<file path="src/logic/hbd_cfg.svh">
// constants for the half-bridge diagnostic and slew configuration bank
`ifndef HBD_CFG_SVH
`define HBD_CFG_SVH

// -----------------------------------------------------------------
// register offsets
// -----------------------------------------------------------------
`define HBD_ADDR_SLEW_LO 8'h1D
`define HBD_ADDR_SLEW_HI 8'h1E
`define HBD_ADDR_OLDIS_LO 8'h1F
`define HBD_ADDR_OLOC_CTRL 8'h20
`define HBD_ADDR_OCF_TH_HI 8'h21
`define HBD_ADDR_OLTH_LO 8'h22

// -----------------------------------------------------------------
// reset values and field layout
// -----------------------------------------------------------------
`define HBD_REG_RESET 8'h00
`define HBD_RD_UNMAPPED 8'h00
`define HBD_HI_BRIDGE_MASK 8'h0F
`define HBD_OLOC_KEEP_MASK 8'hDF
`define HBD_OCF_TH_MASK 8'hEF
`define HBD_BIT_FAULT_MASK 7
`define HBD_BIT_KEEP_BRIDGE 6
`define HBD_BIT_OC_SLOW 4
`define HBD_POS_OC_FILT 5

// -----------------------------------------------------------------
// overcurrent deglitch times (ns) and cycles at the 20 MHz clock
// -----------------------------------------------------------------
`define HBD_CLK_MHZ 20
`define HBD_OCF_T0_NS 10000
`define HBD_OCF_T1_NS 5000
`define HBD_OCF_T2_NS 2500
`define HBD_OCF_T3_NS 1000
`define HBD_OCF_T4_NS 60000
`define HBD_OCF_T5_NS 40000
`define HBD_OCF_T6_NS 30000
`define HBD_OCF_T7_NS 20000
`define HBD_NS2CYC(t) (((t) * `HBD_CLK_MHZ) / 1000)

`endif

</file>
<file path="src/logic/hbd_pkg.sv">
// types shared by the half-bridge configuration bank
package hbd_pkg;
  localparam int HBD_BRIDGES = 12;
  typedef logic [HBD_BRIDGES-1:0] hbd_vec_t;
  typedef logic [10:0] hbd_cyc_t;
  typedef logic [7:0] hbd_byte_t;
endpackage

</file>
<file path="src/logic/hbd_oc_if.sv">
// overcurrent filter carrier between the bank and its deglitch unit
`timescale 1ns/1ns
`default_nettype none
interface hbd_oc_if;
  import hbd_pkg::*;
  hbd_vec_t ocRaw;
  hbd_cyc_t limit;
  hbd_vec_t trip;
  modport bank (output ocRaw, output limit, input trip);
  modport filt (input ocRaw, input limit, output trip);
endinterface
`default_nettype wire

</file>
<file path="src/logic/hbd_overcurrent_deglitch_sel.sv">
// per-bridge overcurrent deglitch filter with pin synchronisers
`timescale 1ns/1ns
`default_nettype none
module hbd_overcurrent_deglitch_sel
  import hbd_pkg::*;
(
  input wire logic sys_clk,
  input wire logic rst,
  hbd_oc_if.filt oc
);

  // -----------------------------------------------------------------
  // two-flop synchroniser, then per-bridge counters
  // -----------------------------------------------------------------
  hbd_vec_t syncA_q, syncB_q;
  hbd_cyc_t cnt_q [HBD_BRIDGES];
  hbd_cyc_t cnt_d [HBD_BRIDGES];
  hbd_vec_t trip_d;

  always_ff @(posedge sys_clk) begin
    if (rst) begin
      syncA_q <= '0;
      syncB_q <= '0;
    end else begin
      syncA_q <= oc.ocRaw;
      syncB_q <= syncA_q;
    end
  end

  genvar g;
  generate
    for (g = 0; g < HBD_BRIDGES; g++) begin : gBridge
      // count consecutive high samples, saturating at the limit
      always_comb begin
        cnt_d[g] = '0;
        if (syncB_q[g]) begin
          cnt_d[g] = (cnt_q[g] >= oc.limit) ? oc.limit : cnt_q[g] + 11'h001;
        end
        trip_d[g] = syncB_q[g] && (cnt_d[g] >= oc.limit);
      end
      always_ff @(posedge sys_clk) begin
        if (rst) begin
          cnt_q[g] <= '0;
        end else begin
          cnt_q[g] <= cnt_d[g];
        end
      end
    end
  endgenerate

  hbd_vec_t trip_q;
  always_ff @(posedge sys_clk) begin
    if (rst) begin
      trip_q <= '0;
    end else begin
      trip_q <= trip_d;
    end
  end
  assign oc.trip = trip_q;
endmodule
`default_nettype wire

</file>
<file path="src/logic/hbd_config_bank.sv">
// half-bridge slew, open-load and overcurrent configuration bank
`timescale 1ns/1ns
`default_nettype none
`include "hbd_cfg.svh"
module hbd_config_bank
  import hbd_pkg::*;
(
  input wire logic sys_clk,
  input wire logic rst,
  input wire logic regWrEn,
  input wire logic [7:0] regAddr,
  input wire logic [7:0] regWrData,
  output logic [7:0] regRdData,
  input wire logic [11:0] loadLossRaw,
  input wire logic [11:0] loadLossClear,
  input wire logic [11:0] overcurrentRaw,
  input wire logic [11:0] overcurrentClear,
  output logic [11:0] edgeRateFast,
  output logic [11:0] loadDetectOn,
  output logic [11:0] loadDetectLowTh,
  output logic overcurrentShutoffSlow,
  output logic [11:0] bridgeOff,
  output logic [11:0] loadLossFlag,
  output logic [11:0] overcurrentFlag,
  output logic faultOut,
  output logic faultOe
);

  // -----------------------------------------------------------------
  // register storage
  // -----------------------------------------------------------------
  hbd_byte_t slewLo_q, slewLo_d, slewHi_q, slewHi_d;
  hbd_byte_t olDisLo_q, olDisLo_d, olOc_q, olOc_d;
  hbd_byte_t ocfTh_q, ocfTh_d, olThLo_q, olThLo_d;
  hbd_byte_t rd_q, rd_d;

  // write decode; reserved bits are dropped so they read zero
  always_comb begin
    slewLo_d = slewLo_q;
    slewHi_d = slewHi_q;
    olDisLo_d = olDisLo_q;
    olOc_d = olOc_q;
    ocfTh_d = ocfTh_q;
    olThLo_d = olThLo_q;
    if (regWrEn) begin
      case (regAddr)
        `HBD_ADDR_SLEW_LO: slewLo_d = regWrData;
        `HBD_ADDR_SLEW_HI: slewHi_d = regWrData & `HBD_HI_BRIDGE_MASK;
        `HBD_ADDR_OLDIS_LO: olDisLo_d = regWrData;
        `HBD_ADDR_OLOC_CTRL: olOc_d = regWrData & `HBD_OLOC_KEEP_MASK;
        `HBD_ADDR_OCF_TH_HI: ocfTh_d = regWrData & `HBD_OCF_TH_MASK;
        `HBD_ADDR_OLTH_LO: olThLo_d = regWrData;
        default: ;
      endcase
    end
  end

  // registered read data, unmapped reads return zero
  always_comb begin
    case (regAddr)
      `HBD_ADDR_SLEW_LO: rd_d = slewLo_q;
      `HBD_ADDR_SLEW_HI: rd_d = slewHi_q;
      `HBD_ADDR_OLDIS_LO: rd_d = olDisLo_q;
      `HBD_ADDR_OLOC_CTRL: rd_d = olOc_q;
      `HBD_ADDR_OCF_TH_HI: rd_d = ocfTh_q;
      `HBD_ADDR_OLTH_LO: rd_d = olThLo_q;
      default: rd_d = `HBD_RD_UNMAPPED;
    endcase
  end

  always_ff @(posedge sys_clk) begin
    if (rst) begin
      slewLo_q <= `HBD_REG_RESET;
      slewHi_q <= `HBD_REG_RESET;
      olDisLo_q <= `HBD_REG_RESET;
      olOc_q <= `HBD_REG_RESET;
      ocfTh_q <= `HBD_REG_RESET;
      olThLo_q <= `HBD_REG_RESET;
      rd_q <= `HBD_REG_RESET;
    end else begin
      slewLo_q <= slewLo_d;
      slewHi_q <= slewHi_d;
      olDisLo_q <= olDisLo_d;
      olOc_q <= olOc_d;
      ocfTh_q <= ocfTh_d;
      olThLo_q <= olThLo_d;
      rd_q <= rd_d;
    end
  end
  assign regRdData = rd_q;

  // -----------------------------------------------------------------
  // configuration outputs, live straight from the registers
  // -----------------------------------------------------------------
  logic maskFault, keepBridge;
  assign edgeRateFast = {slewHi_q[3:0], slewLo_q};
  assign loadDetectOn = ~{olOc_q[3:0], olDisLo_q};
  assign loadDetectLowTh = {ocfTh_q[3:0], olThLo_q};
  assign overcurrentShutoffSlow = olOc_q[`HBD_BIT_OC_SLOW];
  assign maskFault = olOc_q[`HBD_BIT_FAULT_MASK];
  assign keepBridge = olOc_q[`HBD_BIT_KEEP_BRIDGE];

  // deglitch select to cycle limit, picked up on the next sample
  hbd_cyc_t ocLimit;
  always_comb begin
    case (ocfTh_q[7:`HBD_POS_OC_FILT])
      3'h0: ocLimit = 11'(`HBD_NS2CYC(`HBD_OCF_T0_NS));
      3'h1: ocLimit = 11'(`HBD_NS2CYC(`HBD_OCF_T1_NS));
      3'h2: ocLimit = 11'(`HBD_NS2CYC(`HBD_OCF_T2_NS));
      3'h3: ocLimit = 11'(`HBD_NS2CYC(`HBD_OCF_T3_NS));
      3'h4: ocLimit = 11'(`HBD_NS2CYC(`HBD_OCF_T4_NS));
      3'h5: ocLimit = 11'(`HBD_NS2CYC(`HBD_OCF_T5_NS));
      3'h6: ocLimit = 11'(`HBD_NS2CYC(`HBD_OCF_T6_NS));
      3'h7: ocLimit = 11'(`HBD_NS2CYC(`HBD_OCF_T7_NS));
      default: ocLimit = 11'(`HBD_NS2CYC(`HBD_OCF_T0_NS));
    endcase
  end

  hbd_oc_if ocBus ();
  assign ocBus.ocRaw = overcurrentRaw;
  assign ocBus.limit = ocLimit;
  hbd_overcurrent_deglitch_sel uOcFilter (
    .sys_clk(sys_clk),
    .rst(rst),
    .oc(ocBus.filt)
  );

  // -----------------------------------------------------------------
  // open-load sync, sticky flags, bridge shutoff and fault pin
  // -----------------------------------------------------------------
  hbd_vec_t olSyncA_q, olSyncB_q;
  hbd_vec_t olFlag_q, olFlag_d, ocFlag_q, ocFlag_d, off_q, off_d;
  logic faultOe_q, faultOe_d;

  // a new event wins over a clear in the same cycle
  always_comb begin
    olFlag_d = ((olFlag_q & ~loadLossClear) | olSyncB_q) & loadDetectOn;
    ocFlag_d = (ocFlag_q & ~overcurrentClear) | ocBus.trip;
    off_d = ocFlag_d | (keepBridge ? '0 : olFlag_d);
    faultOe_d = (|olFlag_d && !maskFault) || (|ocFlag_d);
  end

  always_ff @(posedge sys_clk) begin
    if (rst) begin
      olSyncA_q <= '0;
      olSyncB_q <= '0;
      olFlag_q <= '0;
      ocFlag_q <= '0;
      off_q <= '0;
      faultOe_q <= 1'b0;
    end else begin
      olSyncA_q <= loadLossRaw;
      olSyncB_q <= olSyncA_q;
      olFlag_q <= olFlag_d;
      ocFlag_q <= ocFlag_d;
      off_q <= off_d;
      faultOe_q <= faultOe_d;
    end
  end
  assign loadLossFlag = olFlag_q;
  assign overcurrentFlag = ocFlag_q;
  assign bridgeOff = off_q;
  assign faultOe = faultOe_q; // pulls the active-low fault line down
  assign faultOut = 1'b0;
endmodule
`default_nettype wire

</file>
<file path="config.mk">
export PLATFORM = sky130hd
export DESIGN_NAME = hbd_config_bank
export DESIGN_NICKNAME = d
export VERILOG_FILES = /design/src/logic/hbd_pkg.sv /design/src/logic/hbd_oc_if.sv /design/src/logic/hbd_overcurrent_deglitch_sel.sv /design/src/logic/hbd_config_bank.sv
export VERILOG_INCLUDE_DIRS = /design/src /design/src/logic
export SDC_FILE = /design/constraint.sdc
export NUM_CORES = 1
export LEC_CHECK = 0
export ABC_CLOCK_PERIOD_IN_PS = 5000
export CAP_MARGIN = 10
export CORE_AREA = 2 2 206 228
export CTS_CLUSTER_DIAMETER = 200
export DETAILED_ROUTE_END_ITERATION = 8
export DIE_AREA = 0 0 208 230
export DONT_BUFFER_PORTS = 1
export SYNTH_ARGS = -nofsm -noshare
export SYNTH_HDL_FRONTEND = slang
export SYNTH_SLANG_ARGS = --single-unit
</file>
<file path="constraint.sdc">
create_clock -name sys_clk -period 5 [get_ports sys_clk]
set_input_delay 0.25 -clock sys_clk [delete_from_list [all_inputs] [get_ports sys_clk]]
set_output_delay 0.25 -clock sys_clk [all_outputs]
set_load 0.02 [all_outputs]
</file>
# Word-level counts from Yosys, hierarchy flattened
# Memory sizes are Yosys's and may differ from the RTL's. A register that Yosys moved wholly into a read port is not among the register bits.
# Index checks and enable logic that the tools add are counted.
[classes]
add_sub_neg = 12
mul = 0
div = 0
magnitude_cmp = 24
n_eq_ne = 6
shifts = 0
mux = 43
bitwise_logic = 21
reduce_logical = 23
[op_table]
columns = ["operator", "n"]
rows = [
  ["$mux W11", 36],
  ["$ge A11 B11 Y1", 24],
  ["$add A11 B1 Y11 const B", 12],
  ["$pmux W8 S6", 1],
  ["$and A12 B12 Y12", 3],
  ["$not A12 Y12", 3],
  ["$or A12 B12 Y12", 3],
  ["$eq A8 B5 Y1 const B", 3],
  ["$eq A8 B6 Y1 const B", 3],
  ["$reduce_or A12 Y1", 2],
  ["$logic_and A1 B1 Y1", 13],
  ["$mux W12", 1],
  ["$or A1 B1 Y1", 12],
  ["$reduce_and A2 Y1", 6],
  ["$mux W3", 2],
  ["$mux W1", 3],
  ["$logic_not A1 Y1", 1],
  ["$logic_or A1 B1 Y1", 1],
]
[word_totals]
register_bits = 147
latch_bits = 0
ram_bits = 132
mem_bits_ro = 80
input_bits = 67
out_inout_bits = 83
wordCells = 147
mem_count = 2
[memory_table]
columns = ["memory", "words", "width", "rd", "rd_ports_with_merged_regs", "wr", "line", "source"]
rows = [
  ["uOcFilter.cnt_q", 12, 11, 12, 0, 12, "hbd_overcurrent_deglitch_sel.sv:16", "hbd_cyc_t cnt_q [HBD_BRIDGES];"],
  ["(no name shown)", 8, 10, 1, 1, 0, "hbd_config_bank.sv:106", "case (ocfTh_q[7:`HBD_POS_OC_FILT])"],
]

# Logic depth before layout (Yosys ltp)
[depth]
word_depth = 7
depth_mapped = 18
depth_no_buf = 15

# Cells and area by module
# From an unflattened synthesis, not the netlist that was laid out.
[unflattened]
cells_unflattened = 2467
area_unflattened_um2 = 20793.7
[by_module_without_submodules]
columns = ["mod", "instances", "cells_per_inst", "area_each_um2", "seq_area_each_um2"]
rows = [
  ["hbd_overcurrent_deglitch_sel", 1, 2010, 16326.9, 3363.2],
  ["hbd_config_bank", 1, 457, 4466.8, 2422.3],
]

# Worst setup path after synthesis
# Ideal clock, no wire load.
[synth_timing]
path_kind = "register to register"
startpoint = "register, netlist name ocBus.limit[4]"
endpoint = "register uOcFilter.trip_q[9], in the netlist uOcFilter.oc.trip[9]"
setup_time_ns = 0.133
arrival_time_ns = 3.832
required_time_ns = 4.867
path_slack_ns = 1.035
path_stages_with_launch = 19
n_path_buf = 3
synth_period_minus_slack_ns = 3.965
path_cell_list = "dfxtp_1 > clkbuf_1 > inv_1 > ha_1 > a21oi_1 > nor2_1 > a2111oi_2 > a21o_1 > buf_2 > buf_4 > nand3_1 > and3b_1 > ha_1 > a211o_1 > a21oi_1 > o21ai_0 > o221a_2 > o21ai_0 > a31oi_1"
[synth_lines]
columns = ["item", "line", "source"]
rows = [
  ["to (signal assigned)", "hbd_overcurrent_deglitch_sel.sv:56", "trip_q <= trip_d;"],
  ["to (decl)", "hbd_overcurrent_deglitch_sel.sv:51", "hbd_vec_t trip_q;"],
]

==> flow_summary.toml <==
[run_status]
status = "finished, final reports clean"

[worst_setup_path]
critPathCaptureType = "flip-flop"
worst-r2r-setup-slack_ns = 0.96
critPathMaxFanout = 19
required_ns = 5.39
regToRegEndpoint = "uOcFilter.oc.trip[9]"
r2r_cells = 17
cp-endpoint = "uOcFilter.oc.trip[9]"
cp.arrival_ns = 4.42
cp-startpoint = "ocBus.limit[3]"
crit_type = "flip-flop to flip-flop"
crit_path_start_kind = "flip-flop"
reg2reg_from = "ocBus.limit[3]"

[detailed_routing]
wl_per_cell_um = 20.0
drcViolationCount = 0
vias = 15300
viasPerCell = 5.66
wl_um = 54100
dr_wl_met3_um = 3450
firstDrtPassIters = 6
drt_iter0_drc = 959
ant_nets = 0
met1_length_um = 23700
route.top_layer_used = "met4"
dr_wl_met2_um = 25000

[synthesis]
async_flop_share_pct = 0
synth_ff_type = "dfxtp_1"
synth_edf_count = 0
synth_area_um2 = 18000
synth_top_cell_by_area = "dfxtp_1"
synth.area.top_cells = "dfxtp_1, ha_1, nor2b_1"
yosysSeqAreaShare_pct = 32.1
syn_nets = 2374
synth_seq_cells = 289
yosys_warnings = 0
syn_avg_cell_area_um2 = 8.79
synthCells = 2052
synth_top_area_share_pct = 32.1
ys_types = 75

[power]
clockPowerShare_pct = 48.6
p_total_mw = 4.89
seq_power_share_pct = 48.5
switching_share_pct = 22.6
power_density_nw_per_um2 = 241
peakVddDrop_mv = 0.229
cellLeakagePower_nw = 8.75
internal-power_mw = 3.78
power_switching_mw = 1.11
p_comb_share_pct = 2.9

[worst_hold_path]
hold_path.class = "primary input to flip-flop"
hold_depth = 3

[sta]
clock.fmax_mhz = 248
setup_violations = 0
setup_slack_ns = 0.964
worst_pin_slew_ns = 0.950
fin_skew_ns = 0.0170
finalHoldViolCount = 0
slew_headroom_pct = 36.3
period_needed_ns = 4.04
drv_slew = 0
rsz0062_at_grt = "false"
fin_tns_setup_ns = 0
fin_crit_sh_pct = 80.7

[die]
start_util_pct = 39.8
die_area_um2 = 47800
ios = 150
rows = 82
die_x_um = 208
core_um2 = 45300
die_h_um = 230

[clock_network]
htree_levels = 2
postCtsSetupRepairBufs = 0
cts_root_buf = "clkbuf_16"
cts_resized = 0
cts_buffer_depth = 3
cts_tree = "yes"
cts.sinks = 289
clk_pin_slew_ns = 0.06
insertion_delay_ns = 0.52
cts_buffers = 34

[cells_and_area]
utilization_pct = 44.7
drive_above_1_share_pct = 5.21
fillers = 4430
final_common_cell = "dfxtp_1"
layout_common_cells = "dfxtp_1, ha_1, nor2_1, nor2b_1, nand3_1"
layout-area-overhead-vs-synth_pct = 12.3
layout.nets = 2413
final_cells = 2701

[grt]
grt.overflow.total = 0
grt_pass1_wl_um = 84900
grt_pass1_vias = 15500
antenna_found_initial = 0
track_usage_pct = 22.2
grt_start_max_net_pins = 135

[place]
place.port_buffers = 0
place_ws_ns = 0.979
globalplace.congestion = 0.868
dp.cells = 2597
dpl.hpwl_um = 37000

[flow_run]
cap_violations = 0
==> per-stage QoR <==
step,cell area [um^2],hold WS (ns)
floorplan,18000,0.378
global placement,18700,0.332
detailed placement,18700,0.335
CTS,20300,0.000684
global route,20300,0.0364
finish,20300,0.0109
==> power by group through the flow <==
stage	registers, mW	logic (mW)	clock network, mW
after floorplan	2.40	0.0958	0
after global placement	2.42	0.0813	0
after detailed placement	2.42	0.0830	0
after CTS	2.37	0.142	2.43
after global routing	2.37	0.154	2.52
final	2.37	0.143	2.37
==> registers in the layout, indices dropped and copies added (netlist names) <==
register,flops
uOcFilter.syncB_q,12
ocBus.limit,10
slewLo_q,8
bridgeOff,12
olSyncB_q,12
uOcFilter.oc.trip,12
regRdData,8
olThLo_q,8
slewHi_q,4
overcurrentFlag,12
uOcFilter.cnt_q,132
uOcFilter.syncA_q,12
loadLossFlag,12
olDisLo_q,8
olOc_q,7
faultOe,1
olSyncA_q,12
ocfTh_q,7
==> final cells by class <==
cell class / instances / area (um^2) / share of cell area (%)
multi-input combinational: 1603 / 11600 / 57.2
sequential: 289 / 5790 / 28.6
clock buffer: 51 / 966 / 4.77
timing repair buffer: 90 / 843 / 4.16
tap: 588 / 736 / 3.63
inverter: 73 / 274 / 1.35
clock inverter: 6 / 63.8 / 0.315
antenna: 1 / 2.50 / 0.0123
==> synthesized netlist by cell type (all sizes together), types with 36 or more instances <==
library cell,count
inv,73
dfxtp,289
nand2b,36
xor2,44
mux2i,108
nand4,49
clkbuf,55
nand3,116
nor2b,177
nor2,203
o21ai,57
xnor2,64
ha,255
a21oi,106
nand2,109
==> cell families (layout without fill, tap and decap cells) <==
family | Yosys count | count (layout) | share of synthesized area [%]
simple gates | 777 | 777 | 22.2
compound gates | 353 | 353 | 13.0
flops | 289 | 289 | 32.1
fa+ha+maj | 255 | 255 | 17.7
buf+inv | 160 | 220 | 3.67
mux | 109 | 109 | 6.05
xor+xnor | 108 | 108 | 5.24
other cells | 1 | 2 | 0.0208
==> worst min-delay path by stage <==
stage | start | endpoint | slack [ns]
finish | regWrData[7] | ocBus.limit[5] | 0.01
global route | regWrData[7] | ocBus.limit[5] | 0.04
CTS | regWrData[7] | ocBus.limit[5] | 0.0007
detailed placement | rst | uOcFilter.syncB_q[6] | 0.34
global placement | rst | uOcFilter.syncB_q[6] | 0.33
floorplan | loadLossRaw[0] | olSyncA_q[0] | 0.38
==> what timing repair did <==
action	in CTS	in global routing
hold endpoints to repair	136	0
hold buffers	46	0
endpoints found under the setup margin	0	0
==> layer usage <==
layer	track usage, %	vias up
li1	-	7362
met1	27.6	7289
met2	37.9	516
met3	4.11	112
met4	8.47	0
met5	0	-
==> worst max-delay path, stage by stage (launching register included) <==
cell       delay [ns]
dfxtp_1          0.30
buf_4            0.25
inv_1            0.09
buf_4            0.23
ha_1             0.23
a21oi_1          0.14
nor2_1           0.07
a2111oi_2        0.38
a21o_1           0.56
a21oi_1          0.16
and3b_1          0.26
ha_1             0.26
a211o_1          0.26
a21oi_1          0.10
o21ai_0          0.08
o221a_2          0.29
o21ai_0          0.14
a31oi_1          0.10
Power figures use the tool's default switching activity.
